**src/rtl/iod_cfg.svh**
```systemverilog
// Constants for the low I/O register space decoder
// Notes on behaviour
// - Bit set/clear only reach addresses 0x00-0x1F
// - Skip-if-bit tests evaluate one bit there
// - Bit set/clear touches only addressed bit
// - Flags clear on writing one, zero ignored
// - Direct in/out decode addresses 0x00-0x3F
// - Data-space address is I/O address plus 0x20
// - Extended 0x60-0xFF only by load/store
// - Pin-change flags in bits two to zero
// - Timer1 flags in bits five, two, one, zero
// - Timer0/2 flags in bits two, one, zero
// - Ports: pin, direction, latch ascending addresses
`ifndef IOD_CFG_SVH
`define IOD_CFG_SVH

// ****************************************
// Register offsets (I/O addresses)
// ****************************************
`define IOD_B_IN_ADDR   6'h03
`define IOD_B_DIR_ADDR  6'h04
`define IOD_B_LAT_ADDR  6'h05
`define IOD_C_IN_ADDR   6'h06
`define IOD_C_DIR_ADDR  6'h07
`define IOD_C_LAT_ADDR  6'h08
`define IOD_D_IN_ADDR   6'h09
`define IOD_D_DIR_ADDR  6'h0a
`define IOD_D_LAT_ADDR  6'h0b
`define IOD_T0FLG_ADDR  6'h15
`define IOD_T1FLG_ADDR  6'h16
`define IOD_T2FLG_ADDR  6'h17
`define IOD_PCFLG_ADDR  6'h1b
`define IOD_EXFLG_ADDR  6'h1c
`define IOD_EXMSK_ADDR  6'h1d

// ****************************************
// Address space limits
// ****************************************
`define IOD_BIT_TOP     6'h1f
`define IOD_DS_OFFSET   8'h20
`define IOD_DS_IO_TOP   8'h5f
`define IOD_EXT_BASE    8'h60

// ****************************************
// Implemented bit masks (others read zero)
// ****************************************
`define IOD_C_MASK      8'h7f
`define IOD_TMR_MASK    8'h07
`define IOD_T1_MASK     8'h27
`define IOD_PC_MASK     8'h07
`define IOD_EX_MASK     8'h03
`define IOD_RST_VAL     8'h00

`endif

```
**src/rtl/iod_pkg.sv**
```systemverilog
// Types for the low I/O register space decoder
package iod_pkg;
	// Access class issued by the execution unit
	typedef enum logic [2:0] {
		IOD_OP_NONE  = 3'b000,
		IOD_OP_IN    = 3'b001,
		IOD_OP_OUT   = 3'b010,
		IOD_OP_LD    = 3'b011,
		IOD_OP_ST    = 3'b100,
		IOD_OP_BSET  = 3'b101,
		IOD_OP_BCLR  = 3'b110,
		IOD_OP_SKIP  = 3'b111
	} iod_op_t;
endpackage

```
**src/rtl/iod_regs.sv**
```systemverilog
// Low I/O register bank with direct, bit and data-space decode
`timescale 1ns/1ps
`include "iod_cfg.svh"

module iod_regs (
	input  wire logic          clk,            // Core clock
	input  wire logic          sys_rst,        // Async reset, active high
	input  wire iod_pkg::iod_op_t op,          // Access class, one cycle
	input  wire logic [7:0]    addr,           // I/O address or data address
	input  wire logic [2:0]    bit_sel,        // Bit for bit ops and skips
	input  wire logic          skip_on_set,    // Skip test polarity
	input  wire logic [7:0]    wdata,          // Write data
	input  wire logic [7:0]    pin_b,          // Raw port B pins
	input  wire logic [7:0]    pin_c,          // Raw port C pins
	input  wire logic [7:0]    pin_d,          // Raw port D pins
	input  wire logic [7:0]    t0_evt,         // Timer0 flag set pulses
	input  wire logic [7:0]    t1_evt,         // Timer1 flag set pulses
	input  wire logic [7:0]    t2_evt,         // Timer2 flag set pulses
	input  wire logic [7:0]    pc_evt,         // Pin-change flag set pulses
	input  wire logic [7:0]    ex_evt,         // External irq flag set pulses
	output logic      [7:0]    rdata,          // Read data, registered
	output logic               rvalid,         // Read data valid pulse
	output logic               skip,           // Skip result pulse
	output logic               ext_sel,        // Access went to extended space
	output logic      [7:0]    port_b_out,     // Port B latch
	output logic      [7:0]    port_b_dir,     // Port B direction
	output logic      [7:0]    port_c_out,     // Port C latch
	output logic      [7:0]    port_c_dir,     // Port C direction
	output logic      [7:0]    port_d_out,     // Port D latch
	output logic      [7:0]    port_d_dir,     // Port D direction
	output logic      [1:0]    ext_irq_mask    // External irq enables
);

	// ****************************************
	// State
	// ****************************************
	logic [7:0] sb1_reg [3];   // First sync stage, read only by second
	logic [7:0] sb2_reg [3];   // Synchronised pin levels
	logic [7:0] lat_reg [3];   // Output latches B, C, D
	logic [7:0] dir_reg [3];   // Direction registers B, C, D
	logic [7:0] lat_next [3];
	logic [7:0] dir_next [3];
	logic [7:0] flg_reg [5];   // Flags: t0, t1, t2, pc, ex
	logic [7:0] flg_next [5];
	logic [7:0] evt [5];       // Event inputs in flag order
	logic [7:0] msk_reg, msk_next;
	logic [7:0] rdata_next;
	logic       rvalid_next, skip_next, ext_next;

	// Decoded access
	logic       is_io;         // Address lands in low 64 I/O locations
	logic [5:0] ioa;           // Effective I/O address
	logic       do_rd, do_wr, do_bit;
	logic [7:0] cur;           // Current value at ioa
	logic [7:0] bitmask;

	// ****************************************
	// Address decode
	// ****************************************
	always_comb begin
		is_io  = 1'b0;
		ioa    = 6'h00;
		do_rd  = 1'b0;
		do_wr  = 1'b0;
		do_bit = 1'b0;
		if (op == iod_pkg::IOD_OP_IN || op == iod_pkg::IOD_OP_OUT) begin
			is_io = 1'b1;
			ioa   = addr[5:0];
			do_rd = (op == iod_pkg::IOD_OP_IN);
			do_wr = (op == iod_pkg::IOD_OP_OUT);
		// data space is I/O address plus offset
		end else if (op == iod_pkg::IOD_OP_LD || op == iod_pkg::IOD_OP_ST) begin
			if (addr >= `IOD_DS_OFFSET && addr <= `IOD_DS_IO_TOP) begin
				is_io = 1'b1;
				ioa   = 6'(addr - `IOD_DS_OFFSET);
				do_rd = (op == iod_pkg::IOD_OP_LD);
				do_wr = (op == iod_pkg::IOD_OP_ST);
			end
		// bit ops only reach the low half
		end else if (op != iod_pkg::IOD_OP_NONE && addr <= 8'(`IOD_BIT_TOP)) begin
			is_io  = 1'b1;
			ioa    = addr[5:0];
			do_bit = (op != iod_pkg::IOD_OP_SKIP);
			do_rd  = (op == iod_pkg::IOD_OP_SKIP);
		end
	end

	assign bitmask = 8'h01 << bit_sel;

	// ****************************************
	// Read mux; unused bits and holes read zero
	// ****************************************
	always_comb begin
		cur = 8'h00;
		if (!is_io) begin
			cur = 8'h00;
		end else if (ioa == `IOD_B_IN_ADDR) begin
			cur = sb2_reg[0];
		end else if (ioa == `IOD_B_DIR_ADDR) begin
			cur = dir_reg[0];
		end else if (ioa == `IOD_B_LAT_ADDR) begin
			cur = lat_reg[0];
		end else if (ioa == `IOD_C_IN_ADDR) begin
			cur = sb2_reg[1] & `IOD_C_MASK;
		end else if (ioa == `IOD_C_DIR_ADDR) begin
			cur = dir_reg[1];
		end else if (ioa == `IOD_C_LAT_ADDR) begin
			cur = lat_reg[1];
		end else if (ioa == `IOD_D_IN_ADDR) begin
			cur = sb2_reg[2];
		end else if (ioa == `IOD_D_DIR_ADDR) begin
			cur = dir_reg[2];
		end else if (ioa == `IOD_D_LAT_ADDR) begin
			cur = lat_reg[2];
		end else if (ioa == `IOD_T0FLG_ADDR) begin
			cur = flg_reg[0];
		end else if (ioa == `IOD_T1FLG_ADDR) begin
			cur = flg_reg[1];
		end else if (ioa == `IOD_T2FLG_ADDR) begin
			cur = flg_reg[2];
		end else if (ioa == `IOD_PCFLG_ADDR) begin
			cur = flg_reg[3];
		end else if (ioa == `IOD_EXFLG_ADDR) begin
			cur = flg_reg[4];
		end else if (ioa == `IOD_EXMSK_ADDR) begin
			cur = msk_reg;
		end
	end

	assign evt[0] = t0_evt;
	assign evt[1] = t1_evt;
	assign evt[2] = t2_evt;
	assign evt[3] = pc_evt;
	assign evt[4] = ex_evt;

	// ****************************************
	// Next-state for ports, mask, flags, answers
	// ****************************************
	always_comb begin
		logic [7:0] wv;     // Whole-register write value
		logic [7:0] clr;    // Ones to clear in flag registers
		logic [7:0] fmask [5];
		logic [5:0] faddr [5];
		logic [7:0] pmask [3];
		logic [5:0] laddr [3];
		logic [5:0] daddr [3];
		wv  = 8'h00;
		clr = 8'h00;
		fmask[0] = `IOD_TMR_MASK;
		fmask[1] = `IOD_T1_MASK;
		fmask[2] = `IOD_TMR_MASK;
		fmask[3] = `IOD_PC_MASK;
		fmask[4] = `IOD_EX_MASK;
		faddr[0] = `IOD_T0FLG_ADDR;
		faddr[1] = `IOD_T1FLG_ADDR;
		faddr[2] = `IOD_T2FLG_ADDR;
		faddr[3] = `IOD_PCFLG_ADDR;
		faddr[4] = `IOD_EXFLG_ADDR;
		pmask[0] = 8'hff;
		pmask[1] = `IOD_C_MASK;
		pmask[2] = 8'hff;
		laddr[0] = `IOD_B_LAT_ADDR;
		laddr[1] = `IOD_C_LAT_ADDR;
		laddr[2] = `IOD_D_LAT_ADDR;
		daddr[0] = `IOD_B_DIR_ADDR;
		daddr[1] = `IOD_C_DIR_ADDR;
		daddr[2] = `IOD_D_DIR_ADDR;
		// bit ops change the addressed bit only
		if (op == iod_pkg::IOD_OP_BSET) begin
			wv  = cur | bitmask;
			clr = bitmask;
		end else if (op == iod_pkg::IOD_OP_BCLR) begin
			wv  = cur & ~bitmask;
			clr = 8'h00;
		end else begin
			wv  = wdata;
			clr = wdata;
		end
		for (int i = 0; i < 3; i++) begin
			lat_next[i] = lat_reg[i];
			dir_next[i] = dir_reg[i];
			if ((do_wr || do_bit) && ioa == laddr[i]) begin
				lat_next[i] = wv & pmask[i];
			end
			if ((do_wr || do_bit) && ioa == daddr[i]) begin
				dir_next[i] = wv & pmask[i];
			end
		end
		msk_next = msk_reg;
		if ((do_wr || do_bit) && ioa == `IOD_EXMSK_ADDR) begin
			msk_next = wv & `IOD_EX_MASK;
		end
		for (int i = 0; i < 5; i++) begin
			flg_next[i] = flg_reg[i];
			// writing one clears, zero leaves the flag
			if ((do_wr || do_bit) && ioa == faddr[i]) begin
				flg_next[i] = flg_next[i] & ~clr;
			end
			// New events win over a clear in the same cycle
			flg_next[i] = (flg_next[i] | evt[i]) & fmask[i];
		end
		rdata_next  = do_rd ? cur : 8'h00;
		rvalid_next = do_rd;
		// skip tests look at one selected bit
		skip_next   = (op == iod_pkg::IOD_OP_SKIP) && is_io && ((cur[bit_sel]) == skip_on_set);
		ext_next    = (op == iod_pkg::IOD_OP_LD || op == iod_pkg::IOD_OP_ST) && addr >= `IOD_EXT_BASE;
	end

	// ****************************************
	// Registers
	// ****************************************
	always_ff @(posedge clk or posedge sys_rst) begin
		if (sys_rst) begin
			for (int i = 0; i < 3; i++) begin
				sb1_reg[i] <= `IOD_RST_VAL;
				sb2_reg[i] <= `IOD_RST_VAL;
				lat_reg[i] <= `IOD_RST_VAL;
				dir_reg[i] <= `IOD_RST_VAL;
			end
			for (int i = 0; i < 5; i++) begin
				flg_reg[i] <= `IOD_RST_VAL;
			end
			msk_reg <= `IOD_RST_VAL;
			rdata   <= 8'h00;
			rvalid  <= 1'b0;
			skip    <= 1'b0;
			ext_sel <= 1'b0;
		end else begin
			sb1_reg[0] <= pin_b;
			sb1_reg[1] <= pin_c;
			sb1_reg[2] <= pin_d;
			for (int i = 0; i < 3; i++) begin
				sb2_reg[i] <= sb1_reg[i];
				lat_reg[i] <= lat_next[i];
				dir_reg[i] <= dir_next[i];
			end
			for (int i = 0; i < 5; i++) begin
				flg_reg[i] <= flg_next[i];
			end
			msk_reg <= msk_next;
			rdata   <= rdata_next;
			rvalid  <= rvalid_next;
			skip    <= skip_next;
			ext_sel <= ext_next;
		end
	end

	assign port_b_out   = lat_reg[0];
	assign port_b_dir   = dir_reg[0];
	assign port_c_out   = lat_reg[1];
	assign port_c_dir   = dir_reg[1];
	assign port_d_out   = lat_reg[2];
	assign port_d_dir   = dir_reg[2];
	assign ext_irq_mask = msk_reg[1:0];
endmodule
```
**config.mk**
```make
export PLATFORM = sky130hd
export DESIGN_NAME = iod_regs
export DESIGN_NICKNAME = d
export VERILOG_FILES = /design/src/rtl/iod_pkg.sv /design/src/rtl/iod_regs.sv
export VERILOG_INCLUDE_DIRS = /design/src /design/src/rtl
export SDC_FILE = /design/constraint.sdc
export NUM_CORES = 1
export LEC_CHECK = 0
export BUFFER_PORTS_ARGS = -buffer_cell sky130_fd_sc_hd__clkbuf_2
export CAP_MARGIN = 20
export CORE_ASPECT_RATIO = 1.4
export CORE_MARGIN = 2
export CORE_UTILIZATION = 54
export CTS_CLUSTER_DIAMETER = 80
export DETAILED_ROUTE_END_ITERATION = 10
export PLACE_DENSITY = 0.87
export SLEW_MARGIN = 30
export SYNTH_ARGS = -nofsm -noshare
export SYNTH_HDL_FRONTEND = slang
export SYNTH_SLANG_ARGS = --single-unit
export TNS_END_PERCENT = 20
```
**constraint.sdc**
```tcl
create_clock -name clk -period 4 [get_ports clk]
set_clock_uncertainty 0.05 [all_clocks]
set_input_delay 0.2 -clock clk [delete_from_list [all_inputs] [get_ports clk]]
set_output_delay 0.2 -clock clk [all_outputs]
set_load 0.01 [all_outputs]
```
Word level (Yosys, flattened, before mapping)
Cells that the tools add are included.
{"block": "op_classes", "n_eq_ne": 24, "mux": 46, "bitwise_logic": 14, "add_sub_neg": 1, "reduce_logical": 21, "shifts": 1, "order_cmp": 5}
{"op": "$mux W8", "n": 13}
{"op": "$mux W6", "n": 9}
{"op": "$eq A6 B5 Y1 const B", "n": 6}
{"op": "$eq A6 B3 Y1 const B", "n": 4}
{"op": "$eq A6 B4 Y1 const B", "n": 4}
{"op": "$logic_and A1 B1 Y1", "n": 17}
{"op": "$mux W1", "n": 15}
{"op": "$mux W3", "n": 5}
{"op": "$eq A3 B3 Y1 const B", "n": 4}
{"op": "$and A3 B3 Y3", "n": 3}
{"op": "$or A3 B3 Y3", "n": 3}
{"op": "$and A8 B8 Y8", "n": 1}
{"op": "$ge A8 B6 Y1 const B", "n": 1}
{"op": "$ge A8 B7 Y1 const B", "n": 1}
{"op": "$le A8 B5 Y1 const B", "n": 1}
{"op": "$le A8 B7 Y1 const B", "n": 1}
{"op": "$not A8 Y8", "n": 1}
{"op": "$or A8 B8 Y8", "n": 1}
{"op": "$shl A1 B3 Y8 const A", "n": 1}
{"op": "$and A6 B6 Y6", "n": 1}
{"op": "$eq A3 B2 Y1 const B", "n": 2}
{"op": "$eq A6 B2 Y1 const B", "n": 1}
{"op": "$mux W2", "n": 3}
{"op": "$not A6 Y6", "n": 1}
{"op": "other kinds (11)", "n": 13}
{"block": "totals", "register_bits": 120, "inputBits": 89, "word_cells": 134, "output_inout_bits": 61}

Logic depth before layout (Yosys ltp)
Gate-level depths: netlist of the first run.
{"block": "logic_depth", "depth_word": 26, "depth_mapped": 11, "ltp_nobuf": 8}

Worst setup path before layout of the first run
OpenSTA, ideal clock, no wires.
{"block": "synth_timing", "kind": "input to register", "startpoint": "input op[2]", "endpoint": "register dir_reg (netlist bit port_c_dir[5])", "cell_stages": 10, "arrival_time_ps": 2500, "required_time_ps": 3825, "setup_ps": 125, "path_buffers": 2, "setup_slack_ps": 1326, "cell_sequence": "buf_4 > or3b_4 > a2111o_1 > buf_4 > a21oi_2 > o21ai_1 > a222oi_1 > a32o_1 > a21oi_1 > mux2_2"}
{"block": "synth_via", "elab_chain_len": 21, "word_cells_on_any_way": 52, "classes_between": "eq/ne: 18; mux: 26; bitwise: 2; reduce/logical: 6"}
{"item": "start: declaration", "line": "iod_regs.sv:8", "text": "input wire iod_pkg::iod_op_t op,"}
{"item": "$reduce_bool A3 Y1", "line": "iod_regs.sv:80", "text": "end else if (op != iod_pkg::IOD_OP_NONE && addr <= 8'(`IOD_BIT_TOP)) begin"}
{"item": "$logic_and A1 B1 Y1", "line": "iod_regs.sv:80"}
{"item": "$mux W6", "line": "iod_regs.sv:80"}
{"item": "$mux W6", "line": "iod_regs.sv:72", "text": "end else if (op == iod_pkg::IOD_OP_LD || op == iod_pkg::IOD_OP_ST) begin"}
{"item": "$mux W6", "line": "iod_regs.sv:66", "text": "if (op == iod_pkg::IOD_OP_IN || op == iod_pkg::IOD_OP_OUT) begin"}
{"item": "$eq A6 B5 Y1"}
{"item": "$mux W6", "line": "iod_regs.sv:117", "text": "end else if (ioa == `IOD_T1FLG_ADDR) begin"}
{"item": "$mux W6", "line": "iod_regs.sv:115", "text": "end else if (ioa == `IOD_T0FLG_ADDR) begin"}
{"item": "[5 not listed]"}
{"item": "$mux W8", "line": "iod_regs.sv:103", "text": "end else if (ioa == `IOD_C_IN_ADDR) begin"}
{"item": "$mux W8", "line": "iod_regs.sv:101", "text": "end else if (ioa == `IOD_B_LAT_ADDR) begin"}
{"item": "$mux W8", "line": "iod_regs.sv:99", "text": "end else if (ioa == `IOD_B_DIR_ADDR) begin"}
{"item": "$mux W8", "line": "iod_regs.sv:97", "text": "end else if (ioa == `IOD_B_IN_ADDR) begin"}
{"item": "$mux W8", "line": "iod_regs.sv:95", "text": "if (!is_io) begin"}
{"item": "$and A8 B8 Y8", "line": "iod_regs.sv:173", "text": "wv = cur & ~bitmask;"}
{"item": "$mux W8", "line": "iod_regs.sv:172", "text": "end else if (op == iod_pkg::IOD_OP_BCLR) begin"}
{"item": "$mux W8", "line": "iod_regs.sv:169", "text": "if (op == iod_pkg::IOD_OP_BSET) begin"}
{"item": "end signal: indexed assignment", "line": "iod_regs.sv:218", "text": "dir_reg[i] <= `IOD_RST_VAL;"}
{"item": "end signal: indexed assignment", "line": "iod_regs.sv:235", "text": "dir_reg[i] <= dir_next[i];"}
{"item": "end: declaration", "line": "iod_regs.sv:40", "text": "logic [7:0] dir_reg [3];"}
Several ways; a longest one is shown, not always the timed one.
A chain may end at the register's enable or synchronous reset.

Worst setup path in the final report of the first run
{"block": "layout_timing", "startpoint": "input op[2]", "endpoint": "register dir_reg (netlist bit port_d_dir[0])"}
{"block": "layout_via", "elab_chain_len": 25, "word_cells_on_any_way": 60, "classes_between": "eq/ne: 22; mux: 30; bitwise: 2; reduce/logical: 6"}
{"item": "$reduce_bool A3 Y1", "line": "iod_regs.sv:80"}
{"item": "$logic_and A1 B1 Y1", "line": "iod_regs.sv:80"}
{"item": "$mux W6", "line": "iod_regs.sv:80"}
{"item": "$mux W6", "line": "iod_regs.sv:72"}
{"item": "$mux W6", "line": "iod_regs.sv:66"}
{"item": "$eq A6 B5 Y1 (no line)"}
{"item": "$mux W2", "line": "iod_regs.sv:125", "text": "end else if (ioa == `IOD_EXMSK_ADDR) begin"}
{"item": "$mux W2", "line": "iod_regs.sv:123", "text": "end else if (ioa == `IOD_EXFLG_ADDR) begin"}
{"item": "[9 not listed]"}
{"item": "$mux W8", "line": "iod_regs.sv:103"}
{"item": "$mux W8", "line": "iod_regs.sv:101"}
{"item": "$mux W8", "line": "iod_regs.sv:99"}
{"item": "$mux W8", "line": "iod_regs.sv:97"}
{"item": "$mux W8", "line": "iod_regs.sv:95"}
{"item": "$and A8 B8 Y8", "line": "iod_regs.sv:173"}
{"item": "$mux W8", "line": "iod_regs.sv:172"}
{"item": "$mux W8", "line": "iod_regs.sv:169"}
Several ways; a longest one is shown, not always the timed one.

==> flow_metrics.py, run 1 <==
metrics = {
    "outcome": {
        "status": "finished, final reports clean",
    },
    "cts": {
        "cts-root-buf": "clkbuf_16",
        "cts_setup_buffers": 0,
        "cts_buffers": 17,
        "htree_levels": 4,
        "cts_buffer_depth": 2,
        "cts_tree": "done",
        "path_clk_slew_ps": 60,
        "insertion_delay_ps": 420,
        "clock-sinks": 120,
    },
    "synth": {
        "synth_top_family_by_area": "compound AO/OA/AOI/OAI gates",
        "async_reset_ff_share_pct": 100,
        "ys_ff_latch": 120,
        "synth_xor_area_share_pct": 0.439,
        "synth-simple-area-share_pct": 14.1,
        "synth.most_common_cell": "dfrtp_1",
        "synthCells": 570,
        "synth-compound-area-share_pct": 21.1,
        "synth_top_area_share_pct": 50.2,
        "synth_edf_count": 0,
        "synthMuxAreaShare_pct": 10.7,
        "yosysSeqAreaShare_pct": 50.2,
        "synth_area_leaders": "dfrtp_1 (50%), mux2_2 (7.3%), nand2_1 (2.7%)",
        "synth_area_per_cell_um2": 10.5,
        "synth_ff_type": "dfrtp_1",
        "yosys.area.top_type": "dfrtp_1",
        "ys_types": 71,
        "syn_area_um2": 5990,
        "yosys_warnings": 0,
        "synth_adder_area_share_pct": 0,
        "ys_top_cells_by_count": "dfrtp_1 (120), nand2_1 (43), mux2_2 (39)",
    },
    "sta": {
        "setup_viol_count_final": 0,
        "worst_pin_slew_ps": 852,
        "max-slew-margin-rel_pct": 43.0,
        "slew_violations": 0,
        "finalCritPeriodShare_pct": 75.4,
        "timing.setup.tns_ps": 0,
        "fin_crit_ps": 3010,
        "layout_setup_ws_ps": 986,
        "fmax_mhz": 332,
        "rsz0062_at_grt": "no",
        "finalHoldViolations": 0,
    },
    "detailed_routing": {
        "drcViolationCount": 0,
        "firstDrtPassIters": 5,
        "ant_nets": 0,
        "wire_per_inst_um": 22.4,
        "viasPerCell": 6.31,
        "first_iter_violations": 544,
        "wl_um": 20100,
        "vias": 5656,
    },
    "floorplan": {
        "die_w_um": 93.0,
        "num_rows": 45,
        "die-area_um2": 12000,
        "coreArea_um2": 10800,
        "start_util_pct": 55.4,
        "io_pins": 150,
        "die_h_um": 129,
    },
    "place": {
        "pre_cts_slack_ps": 625,
        "gp_congestion": 0.950,
        "placement.io_buffers": 121,
        "dp_hpwl_um": 13800,
    },
    "worst_setup_path": {
        "cp_slowest_cell": "a2111oi_0",
        "crit_chain": "clkbuf_2, buf_4, nand3b_1, a2111oi_2, nor2_1, a31o_2, a2111oi_0, o22ai_1, nand2_1, mux2_2",
        "crit_buf_inv": 2,
        "slowest_delay_ps": 610,
        "critPathCaptureType": "flop",
        "critical-path-top-delay-family": "compound AO/OA/AOI/OAI gates",
        "crit_fanout": 26,
        "arrival_ps": 3320,
        "critical_path_class": "primary input to flop",
        "required_ps": 4300,
        "cp-start-kind": "primary input",
    },
    "final_layout": {
        "fin_nets": 833,
        "num-fill-cells": 803,
        "multi_input_area_um2": 2780,
        "num_antenna_cells": 0,
        "regArea_um2": 3000,
        "drive_above_1_share_pct": 31.6,
        "syn_to_final_growth_pct": 30.1,
    },
    "global_routing": {
        "grtUsageTotal_pct": 35.3,
        "grt-ovfl-total": 0,
        "antenna_found_initial": 0,
        "grt_pass1_wl_um": 31500,
        "grt_max_degree": 90,
        "grt_pass1_vias": 5710,
    },
    "power_and_ir_drop": {
        "p_leak_nw": 3.61,
        "ir_worst_vdd_mv": 0.338,
        "power-per-cell-area_nw_per_um2": 407,
    },
    "job": {
        "drv_cap": 0,
    },
    "hold_path": {
        "hold_path_class": "primary input to flop",
    },
}
## path summary, 6_finish.rpt
kind,endpoint,startpoint,depth (start not counted),slack [ps]
setup / recovery,port_d_dir[0],op[2],10,990
hold / removal,ext_sel,op[1],3,100
setup reg to reg,port_d_dir[3],port_d_out[3],8,1180
hold reg to reg,sb2_reg[3],sb1_reg[3],0,290
max in group asynchronous,sb2_reg[16],sys_rst,4,2540
min in group asynchronous,sb1_reg[12],sys_rst,3,440
## layer usage
metal,global-route usage [%],wire length [µm],vias up
li1,-,-,2473
met1,43.0,7530,2752
met2,58.0,10000,346
met3,8.02,1450,85
met4,20.2,1110,0
met5,0,0,-
## tightest hold or removal path: stages
cell and delay (ps):
clkbuf_2 100, or3b_4 150, a21oi_1 70
## power breakdown
group	switching, mW	internal, mW
Sequential	0.0346	1.26
Combinational	0.253	0.160
Clock	0.588	0.872
## placed cells by master (no fill, tap or decap), types with 17 or more instances in the layout
master	instances
clkbuf_2	121
dfrtp_1	120
nand2_1	43
dlygate4sd3_1	40
mux2_2	39
nor2_1	32
o21ai_0	31
a21oi_1	28
buf_4	26
nand3_1	22
clkbuf_16	17
## logic make-up (layout without fill, tap and decap cells)
group,count (synthesis),after routing
muxes,58,58
AOI/OAI and AO/OA,175,175
xor gates and xnor gates,3,3
and+or+nand+nor,163,163
buffers and inverters,50,235
DFF,120,120
other,1,2
## layout make-up
cell class / instances / area share, %
flip-flops and latches: 120 / 38.6
multi-input cells: 401 / 35.7
repair buffers: 187 / 15.4
clock buffers: 18 / 5.64
well taps: 141 / 2.27
clock inverters: 13 / 1.54
inverters: 17 / 0.884
## what timing repair did
item                      4_1_cts  5_1_grt
hold buffers                   40        0
gates resized for setup         0        0
hold endpoints to repair      127        0
## through the flow
stage / hold slack, ps / cell area, µm² / total power, mW / instances / utilization [%]
2_1_floorplan: 181 / 5990 / 1.52 / 571 / -
3_3_place_gp: 258 / 6820 / 1.67 / 826 / 63.1
3_5_place_dp: 260 / 6830 / 1.68 / 826 / 63.1
4_1_cts: 79.3 / 7790 / 3.17 / 897 / 72.0
5_1_grt: 97.7 / 7790 / 3.28 / 897 / 72.0
6_report: 99.3 / 7790 / 3.17 / 897 / 72.0
Power figures use the tool's default switching activity.
==> run 2: changes to the inputs <==
==> constraint.sdc (replaced) <==
create_clock -name clk -period 3.1 [get_ports clk]
set_clock_uncertainty 0.05 [all_clocks]
set_input_delay 0.155 -clock clk [delete_from_list [all_inputs] [get_ports clk]]
set_output_delay 0.155 -clock clk [all_outputs]
set_load 0.01 [all_outputs]
==> run 2 against run 1 <==
First-iteration DRC count rose by 2.0%. Register-to-register slack got worse by 790 ps. Non-clock buffer count rose by 26. Worst hold slack got worse by 59 ps. Cell count rose by 3.0%. Total power rose by 31%. Combinational power rose by 34%. Sequential cell count did not move. Design area rose by 2.8%. Wire length fell by 1.2%. Die area did not move. Utilization rose by 2.0 points.
==> flow_metrics.py, run 2 (synthesized netlist as in run 1, its figures left out) <==
metrics = {
    "outcome": {
        "status": "finished, final reports clean",
    },
    "cts": {
        "cts_tree": "done",
        "path_clk_slew_ps": 60,
        "clock-sinks": 120,
        "cts-root-buf": "clkbuf_16",
        "insertion_delay_ps": 420,
        "htree_levels": 4,
        "cts_buffers": 17,
        "holdBufCountCts": 40,
        "cts_setup_buffers": 0,
        "cts_resized": 0,
        "cts_buffer_depth": 2,
    },
    "sta": {
        "fin_crit_ps": 2740,
        "slew_violations": 0,
        "max-slew-margin-rel_pct": 43.3,
        "finalHoldViolations": 0,
        "rsz0062_at_grt": "no",
        "timing.setup.tns_ps": 0,
        "setup_viol_count_final": 0,
        "fmax_mhz": 365,
        "worst_pin_slew_ps": 850,
        "finalCritPeriodShare_pct": 88.4,
    },
    "detailed_routing": {
        "firstDrtPassIters": 7,
        "vias": 5773,
        "first_iter_violations": 555,
        "wire_per_inst_um": 21.5,
        "ant_nets": 0,
        "drcViolationCount": 0,
        "viasPerCell": 6.25,
        "wl_um": 19900,
    },
    "worst_setup_path": {
        "cp-start-kind": "primary input",
        "critPathCaptureType": "flop",
        "reg2reg_to": "port_c_dir[3]",
        "critical_path_class": "primary input to flop",
        "required_ps": 3400,
        "critPathLaunch": "op[0]",
        "crit_fanout": 8,
        "r2r_slack_ps": 390,
        "slowest_delay_ps": 540,
        "arrival_ps": 3040,
        "regToRegStartpoint": "port_d_out[3]",
        "cp-endpoint": "port_b_dir[2]",
        "critical-path-top-delay-family": "simple AND/OR/NAND/NOR gates",
        "cp_slowest_cell": "nor2_1",
        "crit_buf_inv": 2,
        "worst-path-stages": 10,
        "reg2reg_depth": 9,
        "crit_chain": "clkbuf_2, or3b_4, a2111o_1, nand2_1, buf_4, o311ai_0, o21ai_0, a31oi_1, nor2_1, mux2_2",
    },
    "final_layout": {
        "num-fill-cells": 740,
        "fin_util_pct": 74.0,
        "drive_above_1_share_pct": 33.8,
        "multi_input_area_um2": 2780,
        "num_antenna_cells": 0,
        "layout_common_cells": "clkbuf_2 (121), dfrtp_1 (120), buf_4 (51)",
        "final_common_cell": "clkbuf_2",
        "fin_nets": 859,
        "syn_to_final_growth_pct": 33.7,
        "regArea_um2": 3000,
    },
    "global_routing": {
        "grt-ovfl-total": 0,
        "grt_pass1_vias": 5819,
        "antenna_found_initial": 0,
        "grt_max_degree": 86,
        "grtUsageTotal_pct": 34.2,
        "grt_pass1_wl_um": 30900,
    },
    "power_and_ir_drop": {
        "ir_worst_vdd_mv": 0.475,
        "power-per-cell-area_nw_per_um2": 519,
        "finalPower_mw": 4.15,
        "p_leak_nw": 3.74,
    },
    "hold_path": {
        "min_path_cells": 3,
        "hold_path_class": "primary input to flop",
    },
    "floorplan": {
        "coreArea_um2": 10800,
        "start_util_pct": 55.4,
        "die-area_um2": 12000,
        "io_pins": 150,
        "die_w_um": 93.0,
        "die_h_um": 129,
        "num_rows": 45,
    },
    "place": {
        "placement.io_buffers": 121,
        "dp_hpwl_um": 14100,
        "gp_congestion": 0.976,
    },
    "job": {
        "drv_cap": 0,
    },
}
[run 2: cell types whose count changed in the layout (fill, tap and decap cells not counted)]
cell        delta
buf_12         +1
buf_4         +25
clkbuf_1       +1
clkbuf_8       -1
clkinv_2       -2
clkinv_4       -1
clkinvlp_4     +2
inv_8          +2
[run 2: worst min-delay path by stage]
| stage | start | end | slack, ps |
|---|---|---|---|
| 2_1_floorplan | pin_d[0] | sb1_reg[0] | 140 |
| 3_5_place_dp | pin_c[3] | sb1_reg[11] | 210 |
| 5_1_grt | op[1] | ext_sel | 70 |
| 4_1_cts | op[1] | ext_sel | 40 |
| 3_3_place_gp | pin_d[1] | sb1_reg[1] | 210 |
| 6_report | op[1] | ext_sel | 40 |
[run 2: layout make-up]
class	count	share of cell area, %
Clock buffer	18	5.36
Clock inverter	14	1.75
Inverter	17	0.844
Multi-Input combinational cell	401	34.7
Sequential cell	120	37.5
Tap cell	141	2.20
Timing Repair Buffer	213	17.6
[run 2: metrics by stage]
| stage | cell area (µm²) | setup slack, ps | hold WS (ps) | instances |
|---|---|---|---|---|
| floorplan | 5990 | 471 | 136 | 571 |
| global placement | 7030 | 101 | 213 | 852 |
| detailed placement | 7030 | 47.8 | 215 | 852 |
| CTS | 8000 | 412 | 36.3 | 924 |
| global route | 8000 | 201 | 66.0 | 924 |
| finish | 8000 | 361 | 39.8 | 924 |
[run 2: where the power goes]
| group | switching (mW) | internal (mW) |
|---|---|---|
| logic | 0.324 | 0.229 |
| clock network | 0.802 | 1.12 |
| registers | 0.0431 | 1.63 |
| total | 1.17 | 2.98 |
[run 2: per-layer routing]
| layer | part of all wire (%) | up-vias | global-route usage, % |
|---|---|---|---|
| met5 | 0 | - | 0 |
| met4 | 4.0 | 0 | 14.6 |
| met3 | 7.2 | 75 | 6.21 |
| met2 | 51 | 355 | 58.4 |
| met1 | 38 | 2808 | 42.7 |
| li1 | - | 2535 | - |
[run 2: tightest hold or removal path, delay by kind of cell]
family                 cells  cell delay, ps
AO/OA/AOI/OAI              1              60
buffers and inverters      1              90
AND/OR/NAND/NOR            1             150
==> run 3: changes to the inputs <==
--- a/config.mk
+++ b/config.mk
@@ -10,10 +10,10 @@
 export CAP_MARGIN = 20
 export CORE_ASPECT_RATIO = 1.4
 export CORE_MARGIN = 2
-export CORE_UTILIZATION = 54
+export CORE_UTILIZATION = 45
 export CTS_CLUSTER_DIAMETER = 80
 export DETAILED_ROUTE_END_ITERATION = 10
-export PLACE_DENSITY = 0.87
+export PLACE_DENSITY = 0.75
 export SLEW_MARGIN = 30
 export SYNTH_ARGS = -nofsm -noshare
 export SYNTH_HDL_FRONTEND = slang
==> run 3 against run 2 <==
Cell count grew 4.2%. Global-route usage shrank 5.9 points. Count of clock-buffer cells in the layout is the same. Sequential share of layout area shrank 0.61 points. Combinational power is essentially flat. Non-clock buffer count grew 2. Die area grew 19%. Wire length shrank 1.4%. Fmax shrank 2.5%. Largest cell class unchanged. Largest power group unchanged.
==> flow_metrics.py, run 3 (synthesized netlist as in run 1, its figures left out) <==
metrics = {
    "sta": {
        "timing.setup.tns_ps": 0,
        "worst_pin_slew_ps": 865,
        "finalHoldViolations": 0,
        "slew_violations": 0,
        "fin_crit_ps": 2810,
        "setup_viol_count_final": 0,
        "fmax_mhz": 356,
        "fin_hold_ws_ps": 32.6,
        "rsz0062_at_grt": "no",
        "finalCritPeriodShare_pct": 90.7,
        "max-slew-margin-rel_pct": 42.3,
    },
    "floorplan": {
        "die_h_um": 140,
        "io_pins": 150,
        "die-area_um2": 14300,
        "die_w_um": 101,
        "start_util_pct": 46.3,
        "coreArea_um2": 12900,
        "num_rows": 49,
    },
    "place": {
        "gp_congestion": 0.922,
        "placement.io_buffers": 121,
        "dp_hpwl_um": 14400,
        "post_dp_cell_area_um2": 7090,
    },
    "detailed_routing": {
        "ant_nets": 0,
        "firstDrtPassIters": 5,
        "wl_um": 19600,
        "drcViolationCount": 0,
        "vias": 5625,
        "first_iter_violations": 481,
        "wire_per_inst_um": 20.3,
        "viasPerCell": 5.84,
    },
    "global_routing": {
        "grtUsageTotal_pct": 28.3,
        "grt_pass1_vias": 5644,
        "grt-ovfl-total": 0,
        "antenna_found_initial": 0,
        "grt_pass1_wl_um": 30600,
        "grt_max_degree": 121,
    },
    "worst_setup_path": {
        "crit_fanout": 6,
        "critical_path_class": "flop to flop",
        "critPathCaptureType": "flop",
        "cp-start-kind": "flop",
        "required_ps": 3310,
        "arrival_ps": 3020,
    },
    "cts": {
        "cts_setup_buffers": 0,
        "insertion_delay_ps": 420,
        "cts-root-buf": "clkbuf_16",
        "clock-sinks": 120,
        "path_clk_slew_ps": 60,
        "cts_buffers": 17,
        "cts_tree": "done",
        "cts_buffer_depth": 2,
        "htree_levels": 4,
    },
    "final_layout": {
        "drive_above_1_share_pct": 34.0,
        "final_common_cell": "clkbuf_2",
        "layout_common_cells": "clkbuf_2 (121), dfrtp_1 (120), buf_4 (53)",
        "multi_input_area_um2": 2780,
        "num-fill-cells": 1007,
        "regArea_um2": 3000,
        "fin_nets": 861,
        "syn_to_final_growth_pct": 35.9,
        "finalInstanceArea_um2": 8140,
        "num_antenna_cells": 0,
    },
    "outcome": {
        "status": "finished, final reports clean",
    },
    "power_and_ir_drop": {
        "power-per-cell-area_nw_per_um2": 539,
        "p_leak_nw": 3.79,
        "ir_worst_vdd_mv": 0.435,
    },
    "job": {
        "drv_cap": 0,
    },
    "hold_path": {
        "hold_path_class": "primary input to flop",
    },
}
## run 3: changes by cell type in the layout (fill, tap and decap cells not counted), sizes merged
| cell | change |
|---|---|
| bufinv | +3 |
| inv | -1 |
| buf | +2 |
| clkinv | +1 |
| clkinvlp | -3 |
## run 3: final cells by class
cell class,instances,area share (%)
sequential,120,36.9
multi-input combinational,401,34.1
timing repair buffer,215,17.5
clock buffer,18,5.28
tap,178,2.74
clock inverter,14,2.60
inverter,17,0.831
## run 3: routing by layer
metal,track usage [%],vias up,part of all wire [%]
li1,-,2535,-
met1,34.6,2761,40
met2,49.2,284,51
met3,4.64,45,5.6
met4,11.2,0,3.3
met5,0,-,0
## run 3: stage by stage
stage	cells	setup WS (ps)	power, mW	util (%)
floorplan	571	471	1.97	-
global placement	891	-5.71	2.19	54.8
detailed placement	891	-79.7	2.20	54.8
CTS	963	367	4.39	62.9
global route	963	176	4.52	62.9
finish	963	290	4.38	62.9
## run 3: power by group
| part | switching, mW | internal, mW | total, mW |
|---|---|---|---|
| clock network | 0.787 | 1.37 | 2.16 |
| logic | 0.322 | 0.231 | 0.553 |
| registers | 0.0420 | 1.63 | 1.67 |
| total | 1.15 | 3.23 | 4.38 |
## run 3: what timing repair did
| action | in CTS | in global routing |
|---|---|---|
| hold endpoints to repair | 159 | 0 |
| resized for setup | 0 | 0 |
| hold buffers | 40 | 0 |
## run 3: worst max-delay path, cell delays in order (launching register included)
cell and delay [ps]:
dfrtp_1 400, mux2_2 280, a22oi_1 150, a2111oi_0 160, o31ai_1 260, buf_4 170, a21o_1 200, o211ai_1 120
a21oi_1 690, o31ai_1 190
## run 3: path summary, 6_finish.rpt
path                                       to  slack, ps          start  cells past startpoint
max in group asynchronous          msk_reg[0]       2080        sys_rst                      4
worst min register to register    sb2_reg[12]        290    sb1_reg[12]                      0
worst min-delay path                  ext_sel         30          op[1]                      3
worst max register to register  port_d_out[3]        290  port_d_out[3]                      9
worst max-delay path            port_d_out[3]        290  port_d_out[3]                      9
min in group asynchronous          sb1_reg[5]        390        sys_rst                      4
